==> config.mk <==
export PLATFORM = sky130hd
export DESIGN_NAME = ctir_top
export DESIGN_NICKNAME = d
export VERILOG_FILES = /design/src/pkg/ctir_pkg.sv /design/src/rtl/ctir_top.sv
export SDC_FILE = /design/constraint.sdc
export NUM_CORES = 1
export LEC_CHECK = 0
export ABC_AREA = 1
export BUFFER_PORTS_ARGS = -buffer_cell sky130_fd_sc_hd__buf_2
export CORE_MARGIN = 2
export CORE_UTILIZATION = 54
export DETAILED_ROUTE_END_ITERATION = 10
export GPL_TIMING_DRIVEN = 0
export HOLD_SLACK_MARGIN = 0.06
export PLACE_DENSITY = 0.81
export SYNTH_ARGS = -nofsm -noshare
export SYNTH_HDL_FRONTEND = slang
export SYNTH_SLANG_ARGS = --single-unit
==> constraint.sdc <==
create_clock -name clock -period 2.1 [get_ports clock]
set_input_delay 0.21 -clock clock [delete_from_list [all_inputs] [get_ports clock]]
set_output_delay 0.21 -clock clock [all_outputs]
set_load 0.01 [all_outputs]
==> src/pkg/ctir_pkg.sv <==
// constants shared by the cascaded timer and interrupt register block
package ctir_pkg;
   // ************************************************************
   // register offsets
   // ************************************************************
   localparam logic [5:0] CTIR_OFS_T1_COUNT = 6'h04; // timer1 count / preload
   localparam logic [5:0] CTIR_OFS_T1_MODE = 6'h05; // timer1 clock mode
   localparam logic [5:0] CTIR_OFS_T1_RUN = 6'h06; // timer1 enable and tone size
   localparam logic [5:0] CTIR_OFS_CHANNEL1_ENVELOPE = 6'h07; // channel1 envelope
   localparam logic [5:0] CTIR_OFS_T2_COUNT = 6'h08; // timer2 count / preload
   localparam logic [5:0] CTIR_OFS_T2_MODE = 6'h09; // timer2 clock mode
   localparam logic [5:0] CTIR_OFS_T2_RUN = 6'h0A; // timer2 run control
   localparam logic [5:0] CTIR_OFS_IRQ_EN = 6'h0C; // interrupt enables
   localparam logic [5:0] CTIR_OFS_IRQ_FLAG = 6'h0D; // flags read, clear by zero
   // ************************************************************
   // field positions
   // ************************************************************
   localparam int CTIR_BIT_RELOAD = 4; // reload / one-shot select
   localparam int CTIR_BIT_RUN = 0; // timer run bit
   localparam int CTIR_BIT_TONE_LO = 1; // tone size low bit
   localparam int CTIR_BIT_TONE_HI = 2; // tone size high bit
   localparam int CTIR_IRQ_T2 = 0; // timer2 source
   localparam int CTIR_IRQ_T1 = 1; // timer1 source
   localparam int CTIR_IRQ_T0 = 2; // timer0 or timer0 stop source
   localparam int CTIR_IRQ_FAST = 3; // fast tick source
   localparam int CTIR_IRQ_SLOW = 4; // slow tick source
   localparam int CTIR_IRQ_EXT = 5; // external pin source
   localparam int CTIR_IRQ_CONV = 6; // converter source
   localparam int CTIR_IRQ_KEY = 7; // key strobe source
   // ************************************************************
   // reset values
   // ************************************************************
   localparam logic [4:0] CTIR_RST_T1_MODE = 5'h1E; // reload, fast/2 tap
   localparam logic [4:0] CTIR_RST_T2_MODE = 5'h1E; // reload, fast/8 tap
   localparam logic [7:0] CTIR_RST_BYTE = 8'h00; // cleared registers
   localparam logic [1:0] CTIR_RST_TONE = 2'h0; // 4 point table
   // ************************************************************
   // clock select codes and ripple taps
   // ************************************************************
   localparam logic [3:0] CTIR_SEL_FAST_RAW = 4'hF; // timer1 undivided fast clock
   localparam logic [3:0] CTIR_TAP_SLOW_16384 = 4'hD; // slow chain bit 13
   localparam logic [3:0] CTIR_TAP_SLOW_4096 = 4'hB; // slow chain bit 11
   localparam logic [3:0] CTIR_TAP_SLOW_1024 = 4'h9; // slow chain bit 9
   localparam logic [3:0] CTIR_TAP_SLOW_256 = 4'h7; // slow chain bit 7
   localparam logic [3:0] CTIR_TAP_SLOW_64 = 4'h5; // slow chain bit 5
   localparam logic [3:0] CTIR_TAP_T1_TOP = 4'h6; // code 1000 for timer1
   localparam logic [3:0] CTIR_TAP_T2_TOP = 4'h8; // code 1000 for timer2
   localparam int CTIR_CHAIN_W = 14; // ripple chain width
   localparam logic [7:0] CTIR_COUNT_TOP = 8'hFF; // overflow value
endpackage : ctir_pkg

==> src/rtl/ctir_top.sv <==
// cascaded 8-bit timers, envelope register and interrupt enable/flag logic
//
// Design decision made here: the address-and-strobe port.
`timescale 1ns/1ns
`default_nettype none
// ************************************************************
// ************************************************************
module ctir_top
   import ctir_pkg::*;
(
   input wire logic clock, // 125 MHz core clock
   input wire logic rst, // synchronous, active high
   input wire logic [5:0] reg_addr, // register offset
   input wire logic [7:0] reg_wdata, // write data
   input wire logic reg_wr, // write strobe
   input wire logic reg_rd, // read strobe
   output logic [7:0] reg_rdata, // read data, cycle after strobe
   input wire logic fast_osc_tick, // one pulse per fast oscillator edge
   input wire logic slow_clk_tick, // one pulse per slow clock edge
   input wire logic timer0_count_msb, // bit 7 of the earlier timer count
   input wire logic timer0_event, // timer0 overflow pulse
   input wire logic timer0_stop_event, // timer0 stop pulse
   input wire logic timer0_stop_enable, // level: bit 2 means timer0 stop
   input wire logic fast_tick_event, // fast tick pulse
   input wire logic slow_tick_event, // slow tick pulse
   input wire logic external_pin_event, // external pin pulse
   input wire logic converter_event, // converter done pulse
   input wire logic key_strobe_event, // key strobe pulse
   output logic irq, // level request to the core
   output logic [2:0] irq_grant, // index of winning source
   output logic timer0_stop_req, // timer0 stop request level
   output logic [1:0] tone_channel_one_size, // tone table length code
   output logic [7:0] channel1_envelope, // envelope value
   output logic timer1_overflow, // one-cycle overflow pulse
   output logic timer2_overflow // one-cycle overflow pulse
);
   import ctir_pkg::*;

   // ************************************************************
   // helper functions
   // ************************************************************

   // true when every chain bit up to the tap is one, so the
   // next increment makes the tap fall: one pulse per 2^(k+1)
   function automatic logic ripple_hit(input logic [13:0] chain, input logic [3:0] k);
      logic ok;
      ok = 1'b1;
      for (int i = 0; i < CTIR_CHAIN_W; i++)
      begin
         if (i <= int'(k))
         begin
            ok = ok & chain[i];
         end
      end
      return ok;
   endfunction : ripple_hit

   // clock pick for either timer; t2 chooses the 1xxx tap group
   function automatic logic clock_pick(input logic [3:0] sel, input logic cascade,
      input logic [13:0] slow_c, input logic slow_t, input logic [13:0] fast_c,
      input logic fast_t, input logic t2);
      logic hit;
      logic [3:0] k;
      hit = 1'b0;
      k = 4'h0;
      casez (sel)
         4'b000?: hit = cascade; // cascade from previous timer
         4'b001?: hit = slow_t & ripple_hit(slow_c, CTIR_TAP_SLOW_16384);
         4'b0100: hit = slow_t & ripple_hit(slow_c, CTIR_TAP_SLOW_4096);
         4'b0101: hit = slow_t & ripple_hit(slow_c, CTIR_TAP_SLOW_1024);
         4'b0110: hit = slow_t & ripple_hit(slow_c, CTIR_TAP_SLOW_256);
         4'b0111: hit = slow_t & ripple_hit(slow_c, CTIR_TAP_SLOW_64);
         default:
         begin
            // fast taps: top tap minus low select bits
            if (t2)
            begin
               k = CTIR_TAP_T2_TOP - {1'b0, sel[2:0]};
               hit = fast_t & ripple_hit(fast_c, k);
            end
            else if (sel == CTIR_SEL_FAST_RAW)
            begin
               hit = fast_t;
            end
            else
            begin
               k = CTIR_TAP_T1_TOP - {1'b0, sel[2:0]};
               hit = fast_t & ripple_hit(fast_c, k);
            end
         end
      endcase
      return hit;
   endfunction : clock_pick

   // lowest set bit wins: timer2 first, key strobe last
   function automatic logic [2:0] first_set(input logic [7:0] v);
      logic [2:0] idx;
      idx = 3'h0;
      for (int i = 7; i >= 0; i--)
      begin
         if (v[i])
         begin
            idx = 3'(i);
         end
      end
      return idx;
   endfunction : first_set

   // ************************************************************
   // state
   // ************************************************************
   logic [13:0] slow_ripple_chain; // slow clock divider
   logic [13:0] fast_ripple_chain; // fast clock divider, low 9 bits used
   logic [7:0] timer1_count; // timer1 live count
   logic [7:0] timer1_preload_reg; // timer1 reload value
   logic [4:0] timer1_clock_mode; // [4] reload, [3:0] select
   logic timer1_run_reg; // timer1 running
   logic [1:0] tone_size_reg; // tone table length
   logic [7:0] envelope_reg; // channel1 envelope
   logic [7:0] timer2_count; // timer2 live count
   logic [7:0] timer2_preload_reg; // timer2 reload value
   logic [4:0] timer2_clock_mode; // [4] reload, [3:0] select
   logic timer2_run_reg; // timer2 running
   logic [7:0] interrupt_enables; // per-source enable
   logic [7:0] interrupt_flags; // sticky pending flags
   logic t0_msb_d; // last timer0 bit 7
   logic t1_msb_d; // last timer1 bit 7

   // ************************************************************
   // decode
   // ************************************************************
   logic wr_t1_count, wr_t1_mode, wr_t1_run, wr_env; // write hits
   logic wr_t2_count, wr_t2_mode, wr_t2_run, wr_en, wr_flag; // write hits
   logic t1_tick, t2_tick; // selected timer clocks
   logic t1_ovf, t2_ovf; // overflow this cycle
   logic [7:0] irq_src; // event pulses by bit
   logic [7:0] irq_clr; // flags cleared by software
   logic [7:0] flags_next; // next flag value
   logic [7:0] pending; // enabled flags
   logic [7:0] irq_mask; // sources that may raise irq

   assign wr_t1_count = reg_wr && (reg_addr == CTIR_OFS_T1_COUNT);
   assign wr_t1_mode = reg_wr && (reg_addr == CTIR_OFS_T1_MODE);
   assign wr_t1_run = reg_wr && (reg_addr == CTIR_OFS_T1_RUN);
   assign wr_env = reg_wr && (reg_addr == CTIR_OFS_CHANNEL1_ENVELOPE);
   assign wr_t2_count = reg_wr && (reg_addr == CTIR_OFS_T2_COUNT);
   assign wr_t2_mode = reg_wr && (reg_addr == CTIR_OFS_T2_MODE);
   assign wr_t2_run = reg_wr && (reg_addr == CTIR_OFS_T2_RUN);
   assign wr_en = reg_wr && (reg_addr == CTIR_OFS_IRQ_EN);
   assign wr_flag = reg_wr && (reg_addr == CTIR_OFS_IRQ_FLAG);

   // ************************************************************
   // ripple chains
   // ************************************************************

   // both dividers free-run so taps stay phase-stable across selects
   always_ff @(posedge clock)
   begin
      if (rst)
      begin
         slow_ripple_chain <= 14'h0000;
      end
      else if (slow_clk_tick)
      begin
         slow_ripple_chain <= slow_ripple_chain + 14'h0001;
      end
   end

   // fast chain, only the low nine taps are ever picked
   always_ff @(posedge clock)
   begin
      if (rst)
      begin
         fast_ripple_chain <= 14'h0000;
      end
      else if (fast_osc_tick)
      begin
         fast_ripple_chain <= fast_ripple_chain + 14'h0001;
      end
   end

   // ************************************************************
   // clock selection
   // ************************************************************

   // cascade edges: bit 7 falling means a count wrap
   always_ff @(posedge clock)
   begin
      if (rst)
      begin
         t0_msb_d <= 1'b0;
         t1_msb_d <= 1'b0;
      end
      else
      begin
         t0_msb_d <= timer0_count_msb;
         t1_msb_d <= timer1_count[7];
      end
   end

   // timer1 tap, raw and /2 at the top of the fast group
   assign t1_tick = clock_pick(timer1_clock_mode[3:0], t0_msb_d & ~timer0_count_msb,
      slow_ripple_chain, slow_clk_tick, fast_ripple_chain, fast_osc_tick, 1'b0);

   // timer2 tap, cascade from timer1 bit 7 or a chain tap
   assign t2_tick = clock_pick(timer2_clock_mode[3:0], t1_msb_d & ~timer1_count[7],
      slow_ripple_chain, slow_clk_tick, fast_ripple_chain, fast_osc_tick, 1'b1);

   assign t1_ovf = t1_tick && timer1_run_reg && (timer1_count == CTIR_COUNT_TOP);
   assign t2_ovf = t2_tick && timer2_run_reg && (timer2_count == CTIR_COUNT_TOP);

   // ************************************************************
   // timer1
   // ************************************************************

   // mode register; the cascade path only sees the live select
   always_ff @(posedge clock)
   begin
      if (rst)
      begin
         timer1_clock_mode <= CTIR_RST_T1_MODE;
      end
      else if (wr_t1_mode)
      begin
         timer1_clock_mode <= reg_wdata[4:0];
      end
   end

   // preload only; the live count is never written directly
   always_ff @(posedge clock)
   begin
      if (rst)
      begin
         timer1_preload_reg <= CTIR_RST_BYTE;
      end
      else if (wr_t1_count)
      begin
         timer1_preload_reg <= reg_wdata;
      end
   end

   // run bit and tone size; a software write beats a one-shot stop
   always_ff @(posedge clock)
   begin
      if (rst)
      begin
         timer1_run_reg <= 1'b0;
         tone_size_reg <= CTIR_RST_TONE;
      end
      else if (wr_t1_run)
      begin
         timer1_run_reg <= reg_wdata[CTIR_BIT_RUN];
         tone_size_reg <= reg_wdata[CTIR_BIT_TONE_HI:CTIR_BIT_TONE_LO];
      end
      else if (t1_ovf && !timer1_clock_mode[CTIR_BIT_RELOAD])
      begin
         timer1_run_reg <= 1'b0;
      end
   end

   // count up; a start from stopped loads the preload first
   always_ff @(posedge clock)
   begin
      if (rst)
      begin
         timer1_count <= CTIR_RST_BYTE;
      end
      else if (wr_t1_run && reg_wdata[CTIR_BIT_RUN] && !timer1_run_reg)
      begin
         timer1_count <= timer1_preload_reg;
      end
      else if (t1_ovf)
      begin
         // one-shot also reloads so a restart is predictable
         timer1_count <= timer1_preload_reg;
      end
      else if (t1_tick && timer1_run_reg)
      begin
         timer1_count <= timer1_count + 8'h01;
      end
   end

   // ************************************************************
   // envelope
   // ************************************************************

   // plain storage handed to the tone generator
   always_ff @(posedge clock)
   begin
      if (rst)
      begin
         envelope_reg <= CTIR_RST_BYTE;
      end
      else if (wr_env)
      begin
         envelope_reg <= reg_wdata;
      end
   end

   // ************************************************************
   // timer2
   // ************************************************************

   // mode register, reset to the fast/8 tap
   always_ff @(posedge clock)
   begin
      if (rst)
      begin
         timer2_clock_mode <= CTIR_RST_T2_MODE;
      end
      else if (wr_t2_mode)
      begin
         timer2_clock_mode <= reg_wdata[4:0];
      end
   end

   // writes to the data address go to preload, not the count
   always_ff @(posedge clock)
   begin
      if (rst)
      begin
         timer2_preload_reg <= CTIR_RST_BYTE;
      end
      else if (wr_t2_count)
      begin
         timer2_preload_reg <= reg_wdata;
      end
   end

   // run bit; one-shot overflow halts it
   always_ff @(posedge clock)
   begin
      if (rst)
      begin
         timer2_run_reg <= 1'b0;
      end
      else if (wr_t2_run)
      begin
         timer2_run_reg <= reg_wdata[CTIR_BIT_RUN];
      end
      else if (t2_ovf && !timer2_clock_mode[CTIR_BIT_RELOAD])
      begin
         timer2_run_reg <= 1'b0;
      end
   end

   // count up; same start and overflow handling as timer1
   always_ff @(posedge clock)
   begin
      if (rst)
      begin
         timer2_count <= CTIR_RST_BYTE;
      end
      else if (wr_t2_run && reg_wdata[CTIR_BIT_RUN] && !timer2_run_reg)
      begin
         timer2_count <= timer2_preload_reg;
      end
      else if (t2_ovf)
      begin
         timer2_count <= timer2_preload_reg;
      end
      else if (t2_tick && timer2_run_reg)
      begin
         timer2_count <= timer2_count + 8'h01;
      end
   end

   // ************************************************************
   // interrupts
   // ************************************************************

   // event vector in enable-register order
   always_comb
   begin
      irq_src = 8'h00;
      irq_src[CTIR_IRQ_T2] = t2_ovf;
      irq_src[CTIR_IRQ_T1] = t1_ovf;
      // bit 2 carries the stop event when that feature is on
      irq_src[CTIR_IRQ_T0] = timer0_stop_enable ? timer0_stop_event : timer0_event;
      irq_src[CTIR_IRQ_FAST] = fast_tick_event;
      irq_src[CTIR_IRQ_SLOW] = slow_tick_event;
      irq_src[CTIR_IRQ_EXT] = external_pin_event;
      irq_src[CTIR_IRQ_CONV] = converter_event;
      irq_src[CTIR_IRQ_KEY] = key_strobe_event;
   end

   // a zero written at the flag address clears that bit
   assign irq_clr = wr_flag ? ~reg_wdata : 8'h00;
   // a new event in the clearing cycle survives
   assign flags_next = (interrupt_flags & ~irq_clr) | irq_src;
   assign pending = interrupt_flags & interrupt_enables;
   // stop use of bit 2 never requests a core interrupt
   assign irq_mask = timer0_stop_enable ? 8'hFB : 8'hFF;

   // enable register
   always_ff @(posedge clock)
   begin
      if (rst)
      begin
         interrupt_enables <= CTIR_RST_BYTE;
      end
      else if (wr_en)
      begin
         interrupt_enables <= reg_wdata;
      end
   end

   // sticky flags, held until software clears them
   always_ff @(posedge clock)
   begin
      if (rst)
      begin
         interrupt_flags <= CTIR_RST_BYTE;
      end
      else
      begin
         interrupt_flags <= flags_next;
      end
   end

   // level request and fixed-priority grant, both registered
   always_ff @(posedge clock)
   begin
      if (rst)
      begin
         irq <= 1'b0;
         irq_grant <= 3'h0;
         timer0_stop_req <= 1'b0;
      end
      else
      begin
         irq <= |(pending & irq_mask);
         irq_grant <= first_set(pending & irq_mask);
         timer0_stop_req <= timer0_stop_enable && pending[CTIR_IRQ_T0];
      end
   end

   // ************************************************************
   // outputs and read port
   // ************************************************************

   // registered copies for the tone path and overflow pulses
   always_ff @(posedge clock)
   begin
      if (rst)
      begin
         tone_channel_one_size <= CTIR_RST_TONE;
         channel1_envelope <= CTIR_RST_BYTE;
         timer1_overflow <= 1'b0;
         timer2_overflow <= 1'b0;
      end
      else
      begin
         tone_channel_one_size <= tone_size_reg;
         channel1_envelope <= envelope_reg;
         timer1_overflow <= t1_ovf;
         timer2_overflow <= t2_ovf;
      end
   end

   // read data valid only in the cycle after the strobe;
   // unmapped offsets and idle cycles return zero
   always_ff @(posedge clock)
   begin
      if (rst)
      begin
         reg_rdata <= 8'h00;
      end
      else if (reg_rd)
      begin
         unique case (reg_addr)
            CTIR_OFS_T1_COUNT: reg_rdata <= timer1_count;
            CTIR_OFS_T1_MODE: reg_rdata <= {3'h0, timer1_clock_mode};
            CTIR_OFS_T1_RUN: reg_rdata <= {5'h00, tone_size_reg, timer1_run_reg};
            CTIR_OFS_CHANNEL1_ENVELOPE: reg_rdata <= envelope_reg;
            CTIR_OFS_T2_COUNT: reg_rdata <= timer2_count;
            CTIR_OFS_T2_MODE: reg_rdata <= {3'h0, timer2_clock_mode};
            CTIR_OFS_T2_RUN: reg_rdata <= {7'h00, timer2_run_reg};
            CTIR_OFS_IRQ_EN: reg_rdata <= interrupt_enables;
            CTIR_OFS_IRQ_FLAG: reg_rdata <= interrupt_flags;
            default: reg_rdata <= 8'h00;
         endcase
      end
      else
      begin
         reg_rdata <= 8'h00;
      end
   end

endmodule : ctir_top
`default_nettype wire

==> reports/qor.txt <==
Syn nets = 900
Max VDD drop = 0.5796 mV
DR iter-0 viols = 731
Post-layout util = 72.89%
XOR/XNOR Fraction of Synth Area = 1.746%
Worst-path clk slew = 0.06 ns
Setup TNS Final = -1.283 ns
Antenna cells = 0
IO buf count = 51
CTS Root Cell = clkbuf_8
Synth Area in Adders = 2.911%
P&R area growth vs syn = 31.29%
RSZ-0062 raised after global routing = yes
Sw power = 1.243 mW
Number of global-route vias before repair = 5772
Pins over their slew limit = 0
Actual slew at the worst max-slew pin = 0.7544 ns
WL final = 19270 um
Synth Register Bits = 125
Top FF cell, synth = dfxtp_1
Comb power frac = 5.3%
Yosys top cell by area = dfxtp_1
Period utilization = 107.1%
Critical path fanouts, max = 8
Fin worst setup slack = -0.1492 ns
Fraction of registers with async set/reset = 0%
# setup viols final = 20
Starting Density = 55.52%
Total Power = 5.735 mW
Die Y = 109.6 um
Core Region = 10840 sq um
Biggest regs = fast_ripple_chain x14, slow_ripple_chain x14
Failing checks = setup timing
Period minus WS final = 2.249 ns
First-pass GRT wire length = 28370 um
Share of layout cells above drive strength 1 = 22.26%
Setup crit end kind = flop
Post-DRT Antenna Nets = 0
CTS Buf Count = 17
Critical Path Start Type = flop
Synth Instances = 857
Post-synth EDFFs = 0
Final GP Congestion = 0.9602
GR Overflow Total = 0
FILL cells = 774
Status = complete, but fails checks
Max-cap viol count = 0
Main area contributors after synthesis = dfxtp_1 42%, nand2_1 10%, inv_1 7.0%, nor2_1 6.9%, o21ai_0 6.9%
Critical path type = reg -> reg
Fin Clk Skew = 0.01107 ns
Fin. Hold Viols = 0
Worst skew pair latency = 0.55 ns
Sequential Area = 2517 sq um
Standard-cell row count = 38
All-Layer GR Usage = 31.29%
IO Count = 54
Yosys warns = 0
HP Class = in -> reg
Internal Power = 4.492 mW
Via density = 5.754
Antenna violations before repair = 0
Wirelength per Cell = 17.15 um
Slew HR = 49.70%
Cell area power density = 725.8 nW/um^2
Simple logic cell fraction of the synthesized area = 27.09%
Sinks on Clock Net = 125
Clk network pwr share = 52.5%
Via count = 6467
Avg Synthesized Cell Area = 7.022 sq um
CTS tree = yes
Cell area after synthesis = 6018 sq um
CTS max path bufs = 2
Proportion of synthesized area in mux cells = 0.1663%
Area of the multi-input gates = 3352 sq um
CP Data Arrival Time = 2.68 ns
Unique masters post-synth = 43
Data required time at the worst endpoint = 2.53 ns
DP HPWL = 12080 um
Die area = 12010 sq um
Register area share after synthesis = 41.58%
Detailed Routing Iterations Pass 1 = 6
Sequential Power Share = 42.2%
Most frequent cells in the layout = 145 x nand2_1, 119 x dfxtp_1, 105 x nor2_1
# nets final = 1016
Net Sw Frac = 21.67%
Compound-Gate Fraction of Synth Area = 17.42%
Maximum clock frequency = 444.6 MHz
Die width = 109.6 um
Most common cell after layout, fill and taps aside = nand2_1
Largest family of logic cells by synthesized area = simple AND/OR/NAND/NOR gates
Largest net degree at the start of global routing = 17
Remaining DRCs = 0
Static Leak = 3.397 nW
Yosys top cell area share = 41.58%
Htree depth = 4
-- stage by stage --
| step | setup slack [ns] | area, sq um | hold slack (ns) | instances |
|---|---|---|---|---|
| 4_1_cts | 0.002863 | 7481 | 0.07939 | 1111 |
| 3_5_place_dp | -0.3997 | 6449 | 0.4382 | 1048 |
| 2_1_floorplan | 0.05833 | 6018 | 0.3000 | 857 |
| 5_1_grt | -0.2139 | 7901 | 0.1035 | 1124 |
| 3_3_place_gp | -0.4008 | 6449 | 0.4402 | 1048 |
| 6_report | -0.1492 | 7901 | 0.09144 | 1124 |
-- Yosys cell counts (all sizes together) (2+ instances only) --
cell type,count
buf,9
o21a,4
xor2,12
dfxtp,125
nor3,16
nor3b,2
a21oi,63
a221oi,2
o21ai,87
nor2,118
a22oi,5
inv,117
o22ai,6
nand2,167
a31oi,6
ha,14
a211oi,6
nand3,63
nor4,5
o211ai,5
clkbuf,12
nand4,3
a41oi,4
clkinv,2
-- critical path: stages, from the launching register on --
cell     delay [ns]
dfxtp_4        0.38
ha_4           0.16
buf_6          0.13
inv_1          0.08
nand2_1        0.08
nand2_2        0.13
nand2_1        0.06
nand2_1        0.05
nand2_1        0.05
nor2_1         0.11
nand3_1        0.09
nand2_1        0.06
nand2_1        0.06
nand2_2        0.12
nand2_2        0.10
nand2_4        0.10
buf_6          0.13
nand2_2        0.05
nor2_2         0.12
nor2_1         0.07
-- power by group through the flow --
| stage | logic [mW] | registers (mW) | clock network, mW |
|---|---|---|---|
| 6_report | 0.302 | 2.42 | 3.01 |
| 5_1_grt | 0.321 | 2.42 | 3.12 |
| 4_1_cts | 0.271 | 2.42 | 3.02 |
| 3_5_place_dp | 0.234 | 2.47 | 0 |
| 2_1_floorplan | 0.129 | 2.47 | 0 |
| 3_3_place_gp | 0.229 | 2.47 | 0 |
-- metal layers --
layer	up-vias	GRT usage, %	share of wire [%]
met2	418	46.78	45
met5	-	0	0
met1	2911	42.22	40
li1	3046	-	-
met4	0	17.63	4.4
met3	92	6.106	11
-- cell type report --
class                   count  share of cell area [%]
plain buffers              21                   1.489
clock buffers              25                   6.382
clock inverters             5                   1.314
inverters                 119                   5.907
multi-input cells         592                   42.42
flip-flops and latches    125                   31.86
well taps                 140                   2.217
repair buffers             97                   8.409
-- logic make-up after synthesis --
family          after synthesis
simple gates                376
fa+ha+maj                    14
mux                           1
compound gates              189
flops                       125
buf+inv                     140
xor+xnor                     12
-- final timing paths --
kind	slack, ns	depth (start not counted)	startpoint	to
max reg2reg	-0.15	19	timer1_clock_mode[1]	timer1_count[1]
min	0.09	4	reg_addr[0]	tone_size_reg[1]
max	-0.15	19	timer1_clock_mode[1]	timer1_count[1]
min reg2reg	0.45	2	tone_size_reg[1]	tone_channel_one_size[1]
-- timing repair --
| action | 4_1_cts | 5_1_grt |
|---|---|---|
| hold endpoints to repair | 36 | 0 |
| gates resized for setup | 47 | 87 |
| pin swaps | 8 | 38 |
| hold buffers | 18 | 0 |
| endpoints found under the setup margin | 22 | 22 |
| buffers inserted | 12 | 12 |
| cloned | 3 | 1 |
Note: power is estimated with default switching activity, not from simulation.
